File: config.mk
export PLATFORM = sky130hd
export DESIGN_NAME = adcp_converter
export DESIGN_NICKNAME = d
export VERILOG_FILES = /design/src/rtl/adcp_pkg.sv /design/src/rtl/adcp_converter.sv
export SDC_FILE = /design/constraint.sdc
export NUM_CORES = 1
export LEC_CHECK = 0
export BUFFER_PORTS_ARGS = -buffer_cell sky130_fd_sc_hd__buf_2
export CAP_MARGIN = 15
export CORE_ASPECT_RATIO = 1.1
export CORE_UTILIZATION = 30
export CTS_BUF_LIST = sky130_fd_sc_hd__clkbuf_4
export DETAILED_ROUTE_END_ITERATION = 8
export SLEW_MARGIN = 30
export SYNTH_ARGS = -nofsm -noshare
export SYNTH_HDL_FRONTEND = slang
export SYNTH_SLANG_ARGS = --single-unit
File: constraint.sdc
create_clock -name clk -period 6.5 [get_ports clk]
set_input_delay 0 -clock clk [delete_from_list [all_inputs] [get_ports clk]]
set_output_delay 0 -clock clk [all_outputs]
set_load 0.005 [all_outputs]
File: src/rtl/adcp_pkg.sv
// Operation
// - Sample window 3.5 or 23.5 converter cycles.
// - Ten-bit gives 1024 codes, eight-bit 256.
// - Result rounded; half-step bottom, 1.5-step top.
// - Done flag sets on every completed conversion.
// - Enabled completion raises processor interrupt request.
// - Wait mode keeps converting and interrupting.
// - Single conversion returns to idle automatically; in hardware-trigger mode the code returns to trigger wait instead.
// - Stop without async clock aborts conversion.
// - After stop, resume only on control write.
// - Stop with async clock keeps converting normally.
// - Stopped hardware-trigger mode with async clock idles until trigger.
// - Control write or low-result read clears done.
// - Result read or control write drops interrupt.
// - Async converter clock keeps running in stop.
package adcp_pkg;
    localparam logic [7:0] OFS_STATUS_CONTROL = 8'h00;
    localparam logic [7:0] OFS_RESULT_HIGH = 8'h04;
    localparam logic [7:0] OFS_RESULT_LOW = 8'h08;
    localparam logic [7:0] OFS_CLOCK_CONFIG = 8'h0C;
    localparam logic [7:0] OFS_EVENT_STATUS = 8'h10;
    localparam logic [7:0] OFS_EVENT_MASK = 8'h14;
    localparam logic [7:0] OFS_STATE = 8'h18;
    localparam int SC_CH_LSB = 0;
    localparam int SC_CONT_BIT = 5;
    localparam int SC_IEN_BIT = 6;
    localparam int SC_DONE_BIT = 7;
    localparam int CFG_LONG_BIT = 0;
    localparam int CFG_MODE8_BIT = 1;
    localparam int CFG_DIV_LSB = 2;
    localparam int CFG_ASYNC_BIT = 4;
    localparam int CFG_HWTRIG_BIT = 5;
    localparam int EVT_COMPLETE = 0;
    localparam int EVT_STOP_ABORT = 1;
    localparam int EVT_BLOCKED = 2;
    localparam int EVT_W = 3;
    localparam logic [4:0] CH_OFF = 5'h1F;
    localparam logic [4:0] CH_RESET = 5'h1F;
    localparam logic [5:0] SAMPLE_SHORT_HALF = 6'h07;
    localparam logic [5:0] SAMPLE_LONG_HALF = 6'h2F;
    localparam logic [5:0] CONV10_HALF = 6'h14;
    localparam logic [5:0] CONV8_HALF = 6'h10;
    localparam logic [9:0] CODE10_MAX = 10'h3FF;
    localparam logic [9:0] CODE8_MAX = 10'h0FF;
    typedef enum logic [3:0] {
        st_idle = 4'b0001,
        st_wait_trig = 4'b0010,
        st_sample = 4'b0100,
        st_convert = 4'b1000
    } adcp_state_t;
endpackage

File: src/rtl/adcp_converter.sv
// The register addresses and the AHB-Lite interface to the registers were decided locally.
`timescale 1ns/1ps
module adcp_converter import adcp_pkg::*; #(
    parameter int LVL_W = 12
) (
    input wire logic clk,
    input wire logic rst,
    input wire logic hsel,
    input wire logic [31:0] haddr,
    input wire logic [1:0] htrans,
    input wire logic hwrite,
    input wire logic [2:0] hsize,
    input wire logic [31:0] hwdata,
    input wire logic hready,
    output logic hreadyout,
    output logic hresp,
    output logic [31:0] hrdata,
    input wire logic stop_mode,
    input wire logic wait_mode,
    input wire logic external_trigger_input,
    input wire logic [LVL_W-1:0] analog_level,
    output logic [4:0] channel_select,
    output logic sample_hold,
    output logic converter_active,
    output logic converter_clock_run,
    output logic irq
);
    function automatic logic [9:0] round_code(input logic [LVL_W-1:0] lv, input logic m8);
        logic [LVL_W:0] s10;
        logic [LVL_W:0] s8;
        logic [9:0] c;
        s10 = {1'b0, lv} + (LVL_W+1)'(1 << (LVL_W - 11));
        s8 = {1'b0, lv} + (LVL_W+1)'(1 << (LVL_W - 9));
        if (m8) begin
            c = s8[LVL_W] ? CODE8_MAX : {2'h0, s8[LVL_W-1:LVL_W-8]};
        end else begin
            c = s10[LVL_W] ? CODE10_MAX : s10[LVL_W-1:LVL_W-10];
        end
        return c;
    endfunction

    function automatic logic [2:0] div_limit(input logic [1:0] d);
        logic [2:0] l;
        l = 3'((4'h1 << d) - 4'h1);
        return l;
    endfunction

    // Pin synchronisers.
    logic [LVL_W-1:0] lvl_m_r, lvl_s_r;
    logic trg_m_r, trg_s_r, trg_d_r;
    always_ff @(posedge clk) begin
        lvl_m_r <= analog_level;
        lvl_s_r <= lvl_m_r;
        trg_m_r <= external_trigger_input;
        trg_s_r <= trg_m_r;
        trg_d_r <= rst ? 1'b0 : trg_s_r;
    end

    // Bus data phase state.
    logic ph_v_r, ph_v_nxt, ph_wr_r, ph_wr_nxt, rd_done_r, rd_done_nxt;
    logic [7:0] ph_a_r, ph_a_nxt;
    logic [31:0] hrdata_r, hrdata_nxt;

    // Control state.
    adcp_state_t st_r, st_nxt;
    logic [4:0] chan_r, chan_nxt;
    logic cont_r, cont_nxt, ien_r, ien_nxt, done_r, done_nxt, irqd_r, irqd_nxt;
    logic long_r, long_nxt, mode8_r, mode8_nxt, async_r, async_nxt, hwtrig_r, hwtrig_nxt;
    logic [1:0] div_r, div_nxt;
    logic hi_rd_r, hi_rd_nxt;
    logic [9:0] result_r, result_nxt;
    logic [LVL_W-1:0] held_r, held_nxt;
    logic [5:0] cnt_r, cnt_nxt;
    logic [2:0] pre_r, pre_nxt;
    logic [EVT_W-1:0] evt_r, evt_nxt, mask_r, mask_nxt, evt_set;

    logic addr_ok, rd_fire, wr_fire, wr_sc, wr_cfg, rd_low, rd_res, rd_evt;
    logic clk_ok, half_tick, busy, stop_abort, trig_edge, start_ok;
    logic [5:0] samp_len, conv_len;

    always_comb begin
        addr_ok = hsel & htrans[1] & hready;
        rd_fire = ph_v_r & ~ph_wr_r & ~rd_done_r;
        wr_fire = ph_v_r & ph_wr_r;
        ph_v_nxt = addr_ok ? 1'b1 : (hreadyout ? 1'b0 : ph_v_r);
        ph_wr_nxt = addr_ok ? hwrite : ph_wr_r;
        ph_a_nxt = addr_ok ? haddr[7:0] : ph_a_r;
        rd_done_nxt = rd_fire ? 1'b1 : (hready ? 1'b0 : rd_done_r);
        wr_sc = wr_fire & (ph_a_r == OFS_STATUS_CONTROL);
        wr_cfg = wr_fire & (ph_a_r == OFS_CLOCK_CONFIG);
        rd_low = rd_fire & (ph_a_r == OFS_RESULT_LOW);
        rd_res = rd_low | (rd_fire & (ph_a_r == OFS_RESULT_HIGH));
        rd_evt = rd_fire & (ph_a_r == OFS_EVENT_STATUS);
        hrdata_nxt = hrdata_r;
        if (rd_fire) begin
            unique case (ph_a_r)
                OFS_STATUS_CONTROL: hrdata_nxt = {24'h0, done_r, ien_r, cont_r, chan_r};
                OFS_RESULT_HIGH: hrdata_nxt = {30'h0, result_r[9:8]};
                OFS_RESULT_LOW: hrdata_nxt = {24'h0, result_r[7:0]};
                OFS_CLOCK_CONFIG: hrdata_nxt = {26'h0, hwtrig_r, async_r, div_r, mode8_r, long_r};
                OFS_EVENT_STATUS: hrdata_nxt = {29'h0, evt_r};
                OFS_EVENT_MASK: hrdata_nxt = {29'h0, mask_r};
                OFS_STATE: hrdata_nxt = {25'h0, hi_rd_r, stop_mode, wait_mode, st_r};
                default: hrdata_nxt = 32'h0;
            endcase
        end
    end

    always_comb begin
        st_nxt = st_r;
        chan_nxt = chan_r;
        cont_nxt = cont_r;
        ien_nxt = ien_r;
        long_nxt = long_r;
        mode8_nxt = mode8_r;
        div_nxt = div_r;
        async_nxt = async_r;
        hwtrig_nxt = hwtrig_r;
        result_nxt = result_r;
        held_nxt = held_r;
        cnt_nxt = cnt_r;
        pre_nxt = pre_r;
        mask_nxt = mask_r;
        evt_set = '0;
        hi_rd_nxt = hi_rd_r;
        busy = (st_r == st_sample) | (st_r == st_convert);
        clk_ok = ~stop_mode | async_r;
        half_tick = busy & clk_ok & (pre_r == div_limit(div_r));
        samp_len = long_r ? SAMPLE_LONG_HALF : SAMPLE_SHORT_HALF;
        conv_len = mode8_r ? CONV8_HALF : CONV10_HALF;
        trig_edge = trg_s_r & ~trg_d_r;
        stop_abort = stop_mode & ~async_r & (st_r != st_idle);
        start_ok = hwdata[SC_CH_LSB +: 5] != CH_OFF;
        // Clearing accesses; a completion in the same cycle as a result read wins below, a control write cancels it.
        done_nxt = (wr_sc | rd_low) ? 1'b0 : done_r;
        irqd_nxt = (wr_sc | rd_res | ~ien_r) ? 1'b0 : irqd_r;
        if (busy && clk_ok) begin
            pre_nxt = half_tick ? 3'h0 : pre_r + 3'h1;
        end
        if (rd_res) begin
            hi_rd_nxt = (ph_a_r == OFS_RESULT_HIGH) & ~mode8_r;
        end
        if (wr_fire && ph_a_r == OFS_EVENT_MASK) begin
            mask_nxt = hwdata[EVT_W-1:0];
        end
        if (wr_sc) begin
            chan_nxt = hwdata[SC_CH_LSB +: 5];
            cont_nxt = hwdata[SC_CONT_BIT];
            ien_nxt = hwdata[SC_IEN_BIT];
            cnt_nxt = 6'h00;
            pre_nxt = 3'h0;
            // Only a control write leaves idle after a stop abort.
            st_nxt = ~start_ok ? st_idle : (hwtrig_r ? st_wait_trig : st_sample);
        end else if (wr_cfg) begin
            long_nxt = hwdata[CFG_LONG_BIT];
            mode8_nxt = hwdata[CFG_MODE8_BIT];
            div_nxt = hwdata[CFG_DIV_LSB +: 2];
            async_nxt = hwdata[CFG_ASYNC_BIT];
            hwtrig_nxt = hwdata[CFG_HWTRIG_BIT];
            st_nxt = st_idle;
        end else if (stop_abort) begin
            st_nxt = st_idle;
            evt_set[EVT_STOP_ABORT] = busy;
        end else begin
            unique case (st_r)
                st_idle: st_nxt = st_idle;
                st_wait_trig: begin
                    if (trig_edge) begin
                        st_nxt = st_sample;
                        cnt_nxt = 6'h00;
                        pre_nxt = 3'h0;
                    end
                end
                st_sample: begin
                    if (half_tick) begin
                        cnt_nxt = cnt_r + 6'h01;
                        if (cnt_r == samp_len - 6'h01) begin
                            held_nxt = lvl_s_r;
                            cnt_nxt = 6'h00;
                            st_nxt = st_convert;
                        end
                    end
                end
                st_convert: begin
                    if (half_tick) begin
                        cnt_nxt = cnt_r + 6'h01;
                        if (cnt_r == conv_len - 6'h01) begin
                            cnt_nxt = 6'h00;
                            if (hi_rd_r && !mode8_r) begin
                                evt_set[EVT_BLOCKED] = 1'b1;
                                st_nxt = st_sample;
                            end else begin
                                result_nxt = round_code(held_r, mode8_r);
                                done_nxt = 1'b1;
                                irqd_nxt = ien_r;
                                evt_set[EVT_COMPLETE] = 1'b1;
                                // Single conversion falls back to low-power idle, or to st_wait_trig when hwtrig_r is set.
                                st_nxt = cont_r ? st_sample : (hwtrig_r ? st_wait_trig : st_idle);
                            end
                        end
                    end
                end
                default: st_nxt = st_idle;
            endcase
        end
        evt_nxt = (rd_evt ? '0 : evt_r) | evt_set;
    end

    always_ff @(posedge clk) begin
        if (rst) begin
            ph_v_r <= 1'b0;
            ph_wr_r <= 1'b0;
            ph_a_r <= 8'h00;
            rd_done_r <= 1'b0;
            hrdata_r <= 32'h0;
            st_r <= st_idle;
            chan_r <= CH_RESET;
            cont_r <= 1'b0;
            ien_r <= 1'b0;
            done_r <= 1'b0;
            irqd_r <= 1'b0;
            long_r <= 1'b0;
            mode8_r <= 1'b0;
            div_r <= 2'h0;
            async_r <= 1'b0;
            hwtrig_r <= 1'b0;
            hi_rd_r <= 1'b0;
            result_r <= 10'h000;
            held_r <= '0;
            cnt_r <= 6'h00;
            pre_r <= 3'h0;
            evt_r <= '0;
            mask_r <= '0;
        end else begin
            ph_v_r <= ph_v_nxt;
            ph_wr_r <= ph_wr_nxt;
            ph_a_r <= ph_a_nxt;
            rd_done_r <= rd_done_nxt;
            hrdata_r <= hrdata_nxt;
            st_r <= st_nxt;
            chan_r <= chan_nxt;
            cont_r <= cont_nxt;
            ien_r <= ien_nxt;
            done_r <= done_nxt;
            irqd_r <= irqd_nxt;
            long_r <= long_nxt;
            mode8_r <= mode8_nxt;
            div_r <= div_nxt;
            async_r <= async_nxt;
            hwtrig_r <= hwtrig_nxt;
            hi_rd_r <= hi_rd_nxt;
            result_r <= result_nxt;
            held_r <= held_nxt;
            cnt_r <= cnt_nxt;
            pre_r <= pre_nxt;
            evt_r <= evt_nxt;
            mask_r <= mask_nxt;
        end
    end

    assign hreadyout = ~(ph_v_r & ~ph_wr_r & ~rd_done_r);
    assign hresp = 1'b0;
    assign hrdata = hrdata_r;
    assign channel_select = chan_r;
    assign sample_hold = st_r == st_sample;
    assign converter_active = (st_r == st_sample) | (st_r == st_convert);
    assign converter_clock_run = converter_active & (~stop_mode | async_r);
    assign irq = (irqd_r & ien_r) | (|(evt_r & mask_r));
endmodule // adcp_converter

Word level (Yosys, flattened, before mapping)
Cells that the tools add are included.
- add/sub/neg operators: 7
- eq/ne operators: 23
- shift-type cells: 1
- multiplexer cells: 66
- bitwise logic cells: 38
- reduce and logical (&&, ||, !) cells: 14
- operators with widths (operator ; number):
    case mux 8 bit (7 select lines) ; 1
    two-way mux 3 bit ; 14
    two-way mux 6 bit ; 6
    two-way mux 4 bit ; 8
    two-way mux 1 bit ; 31
    equality test 8 x 5 -> 1 bit (second input constant) ; 3
    two-way mux 10 bit ; 2
    inequality test 5 bit (second input constant) ; 4
    case mux 6 bit (3 select lines) ; 1
    AND 1 bit ; 17
    equality test 8 x 4 -> 1 bit (second input constant) ; 2
    adder 12 x 2 -> 13 bit (second input constant) ; 1
    adder 12 x 4 -> 13 bit (second input constant) ; 1
    equality test 6 bit ; 2
    inverter 1 bit ; 12
    case mux 4 bit (3 select lines) ; 1
    AND reduction 6 bit ; 2
    inequality test 5 x 1 -> 1 bit (second input constant) ; 2
    equality test 8 x 3 -> 1 bit (second input constant) ; 1
    logical NOT 8 bit ; 1
    two-way mux 8 bit ; 1
    OR 1 bit ; 7
    AND reduction 7 bit ; 1
    adder 6 x 1 -> 6 bit (second input constant) ; 1
    other kinds (23) ; 27
- register bits after elaboration: 127
- word-level logic and storage cells: 177

Logic depth before layout (Yosys ltp)
- depth in word-level cells: 15
- gate-level depth with buffers: 11
- gate-level depth less buffers: 9

Worst setup path before layout
Ideal clock, no wire load.
- path type: flip-flop to flip-flop
- start: reg div_r[0]
- end: reg held_r[6]
- arrival time: 1.998 ns
- data required time: 6.372 ns
- setup slack: 4.374 ns
- cell stages (with the launch flop): 8
- cells stage by stage: dfxtp_1 or4_4 a21oi_4 o21ai_2 or4_4 buf_6 mux2i_1 nor2_1
- word-level cells in the longest chain between the ends: 5
- RTL lines (element ; RTL line ; text):
    start: declaration ; adcp_converter.sv:69 ; logic [1:0] div_r, div_nxt;
    start signal: assignment ; adcp_converter.sv:248 ; div_r <= div_nxt;
    left shift 1 x 2 -> 3 bit ; adcp_converter.sv:44 ; l = 3'((4'h1 << d) - 4'h1);
    subtractor 3 x 1 -> 3 bit ; adcp_converter.sv:44 ;
    equality test 3 bit ; adcp_converter.sv:128 ; half_tick = busy & clk_ok & (pre_r == div_limit(div_r));
    AND 1 bit ; adcp_converter.sv:128 ;
    AND reduction 6 bit (no source line) ; -- ;
    end signal: assignment ; adcp_converter.sv:253 ; held_r <= held_nxt;
    end: declaration ; adcp_converter.sv:72 ; logic [LVL_W-1:0] held_r, held_nxt;
Every way passes these cells.
A chain may end at the register's enable or synchronous reset.

Worst setup path after layout
- start: reg ph_a_r[2]
- end: reg pre_r[2]
- word-level cells in the longest chain between the ends: 3
- elaborated cells on any way between the ends: 6
- RTL lines (element ; RTL line ; text):
    start: declaration ; adcp_converter.sv:61 ; logic [7:0] ph_a_r, ph_a_nxt;
    start signal: assignment ; adcp_converter.sv:237 ; ph_a_r <= ph_a_nxt;
    equality test 8 x 4 -> 1 bit or logical NOT 8 bit (tied branches) ; adcp_converter.sv:90, adcp_converter.sv:89 ;
    AND 1 bit, on equally long branches ; adcp_converter.sv:90, adcp_converter.sv:89 ;
    two-way mux 3 bit or OR reduction 2 bit (tied branches) ; -- ;
    end signal: assignment ; adcp_converter.sv:255 ; pre_r <= pre_nxt;
    end: declaration ; adcp_converter.sv:74 ; logic [2:0] pre_r, pre_nxt;
Parallel ways exist; a longest one is shown, timed or not.

==> results.md <==
* Dpl ws at 3709 ps
* Via-per-instance ratio at 4.952
* Clock root buffer: clkbuf_4
* Vias in the first global route at 3,678
* Worst r2r src: ph_a_r[2]
* Post-Synth Simple-Gate Area at 21.95%
* # diodes at 0
* PnR worst setup slack at 3864 ps
* CTS tree: built
* Comb power frac at 7.1%
* CTS buffer count at 9
* Largest net degree at the start of global routing at 66
* P_sw at 277.4 uW
* Fill count at 1,535
* Startpoint types: register
* Vert. Die Dim at 133.6 um
* Unrepaired setup endpoints after global routing: no
* Largest family of logic cells by synthesized area: simple AND/OR/NAND/NOR gates
* Layout Cells excl Fill at 792
* Synthesis Warnings at 0
* Cell internal pwr at 792.4 uW
* Full die area at 16,250 um^2
* Critical path peak fanout at 18
* TritonCTS Sinks at 100
* Inst Count DP at 741
* Hold WS at 17.42 ps
* Area of the multi-input gates at 2470 um^2
* Via count at 3,922
* Synth Area in Compound Gates at 16.02%
* Sequential cell area at 2004 um^2
* Post-DP HPWL at 8043 um
* Worst Path Required at 6930 ps
* DRT Pass-1 Iters at 4
* Initial DRC count at 188
* Share of cells above drive strength 1 at 16.28%
* Post-Synth Adder-Cell Area at 1.324%
* Area share of the largest cell type after synthesis at 42.37%
* Total core area at 15,230 um^2
* Sw frac at 25.93%
* Row Count at 47
* Max Clk Rate at 0.3794 GHz
* Leak at 0.002220 uW
* I/O pin count at 132
* Clock buffer depth at 2
* First-pass GRT wire length at 18,440 um
* Cells after Synth at 521
* Global router's overall resource usage at 14.57%
* Routed WL at 11,100 um
* I/O Buffers at 52
* Synth Area in XOR/XNOR at 3.151%
* CP endpoint: pre_r[2]
* RR Endpoint: pre_r[2]
* # Max-Cap Violations at 0
* Starting Density at 31.02%
* Syn avg cell area at 9.068 um^2
* Worst-case vdd ir drop at 0.1986 mV
* Reg2Reg Setup Slack at 3860 ps
* Async set-reset flop share out of synthesis at 0%
* Final Slew Violations at 0
* CP endpoint kind: register
* Dpl cell area at 5015 um^2
* Mux cell area share after synthesis at 7.839%
* Status: complete, no violations
* Synth top area cells: dfxtp_1 42%, mux2i_1 5.9%, buf_4 4.3%, nand2_1 4.1%, nor2_1 4.1%
* Worst-path clk slew at 160 ps
* Worst-Skew Late Latency at 500 ps
* Remaining Overflow, GRT at 0
* Synthesized area at 4725 um^2
* Die X at 121.7 um
* Synth Flop Type: dfxtp_1
* Hold/Removal Path Class: in2reg
* Setup Crit Path Kind: reg2reg
* Cells on worst reg2reg path at 5
* # setup viols final at 0
* Synth Register Bits at 100
* Number of routed nets with antenna violations at 0
* Slew headroom at 51.87%
* Postcts setup bufs at 0
* Net count, final at 685
* Fin crit share at 40.55%
* Layout area overhead at 16.95%
* Worst setup path startpoint: ph_a_r[2]
* Synth area leader: dfxtp_1
* Setup TNS at 0 ps
* Netlist cell types at 66
* Min cycle time layout at 2636 ps
* Worst-Margin Slew at 719.3 ps
* Sequential fraction of design power at 59.3%
* WL per Instance at 14.02 um
* Post-synth EDFFs at 0
* Clock power share at 33.6%
* Final instance area at 5525 um^2
* Pwr Density at 193.6 nW/um^2
* CTS H-Tree Depth at 3
* DRC Markers at 0
* Post-synthesis sequential area ratio at 42.37%
* Arr. time, crit path at 3070 ps
* Worst Skew at 19.48 ps
* Initial antenna violation count at 0
* Count of final hold-check violations at 0
* Gpl congestion at 0.8775
[power by group through the flow]
stage	logic (uW)	clock network (uW)	registers (uW)
2_1_floorplan	50.5	0	643
3_3_place_gp	59.6	0	647
3_5_place_dp	60.5	0	648
4_1_cts	75.8	372	635
5_1_grt	83.4	399	637
6_report	75.5	360	635
[sequential cells by signal, indices dropped and copies added (netlist names), 2 cells and up]
signal and cells:
pre_r 3, div_r 2, st_r 4, channel_select 5
ph_a_r 8, cnt_r 6, hrdata 8, lvl_m_r 11
lvl_s_r 11, held_r 11, evt_r 3, mask_r 3
result_r 10
[repair_timing]
| action | 4_1_cts | 5_1_grt |
|---|---|---|
| hold buffers | 35 | 0 |
| resized for setup | 0 | 0 |
| endpoints found under the hold margin | 40 | 0 |
[how the worst min path moves through the flow]
stage	from	to	cells past startpoint
2_1_floorplan	analog_level[10]	lvl_m_r[10]	0
3_3_place_gp	analog_level[9]	lvl_m_r[9]	1
3_5_place_dp	analog_level[9]	lvl_m_r[9]	1
4_1_cts	htrans[1]	ph_a_r[5]	4
5_1_grt	htrans[1]	ph_v_r	3
6_report	htrans[1]	ph_a_r[5]	4
[cell usage after synthesis, drive strengths merged (3+ instances only)]
library cell	instances
nor4	3
mux4	3
nor2	52
or4	3
o31ai	4
a22o	6
or2	3
ha	5
a211o	5
mux2i	28
a21oi	29
nor3b	3
a211oi	3
xor2	12
and2	3
a31oi	7
nor3	8
or3	3
dfxtp	100
nand3b	3
a221o	4
o21ai	18
inv	7
and3	11
nand2	52
xnor2	5
nand3	14
nor4b	4
nor2b	13
nand2b	8
a32o	4
a31o	3
clkbuf	17
a22oi	15
nand4	8
buf	36
[cells by family (layout without fill, tap and decap cells)]
family                   after synthesis  after routing
other                                  1             25
adder cells (fa/ha/maj)                5              5
AO/OA/AOI/OAI                        107            107
buffers and inverters                 61            112
XOR/XNOR                              17             17
multiplexers                          33             33
AND/OR/NAND/NOR                      197            197
flip-flops                           100            100
[routing by layer]
metal / track usage [%] / part of all wire, % / routed length (um)
met1: 16.38 / 42 / 4664
met2: 25.95 / 52 / 5748
met3: 3.724 / 3.7 / 409
met4: 5.761 / 2.5 / 280
met5: 0 / 0 / 0
[cell usage in the layout, fill, tap and decap left out, types with 4 or more instances in the layout]
cell type,netlist,routed
dfxtp_1,100,98
nor2_1,52,52
nand2_1,52,52
buf_2,4,52
dlygate4sd3_1,0,35
mux2i_1,28,28
a21oi_1,27,27
conb_1,1,25
o21ai_0,17,17
a22oi_1,15,15
nand3_1,14,14
nor2b_1,13,13
xor2_1,12,12
and3_1,11,11
clkbuf_4,0,10
nand2b_1,8,8
nand4_1,8,8
nor3_1,7,7
a31oi_1,7,7
inv_1,6,6
a22o_1,6,6
xnor2_1,5,5
a211o_1,5,5
ha_1,5,5
o31ai_1,4,4
a32o_1,4,4
a221o_1,4,4
[final cells by class]
type | count | area share (%)
Sequential cell | 100 | 36.28
Multi-Input combinational cell | 384 | 44.70
Timing Repair Buffer | 88 | 11.19
Clock inverter | 6 | 1.495
Clock buffer | 10 | 1.359
Inverter | 8 | 0.5435
Tap cell | 196 | 4.438
[critical path, cell delays in order, from the launching register on]
cell	delay [ps]
dfxtp_1	800
nor2_1	250
and3_1	450
nor2_1	640
o31ai_1	240
a21oi_1	170
[stage by stage]
step | util (%) | total power, uW
final | 36.28 | 1070
after global routing | 36.28 | 1119
after CTS | 36.26 | 1082
after detailed placement | 32.93 | 708.3
after global placement | 32.93 | 707.0
after floorplan | - | 693.6
Note: power is estimated with default switching activity, not from simulation.
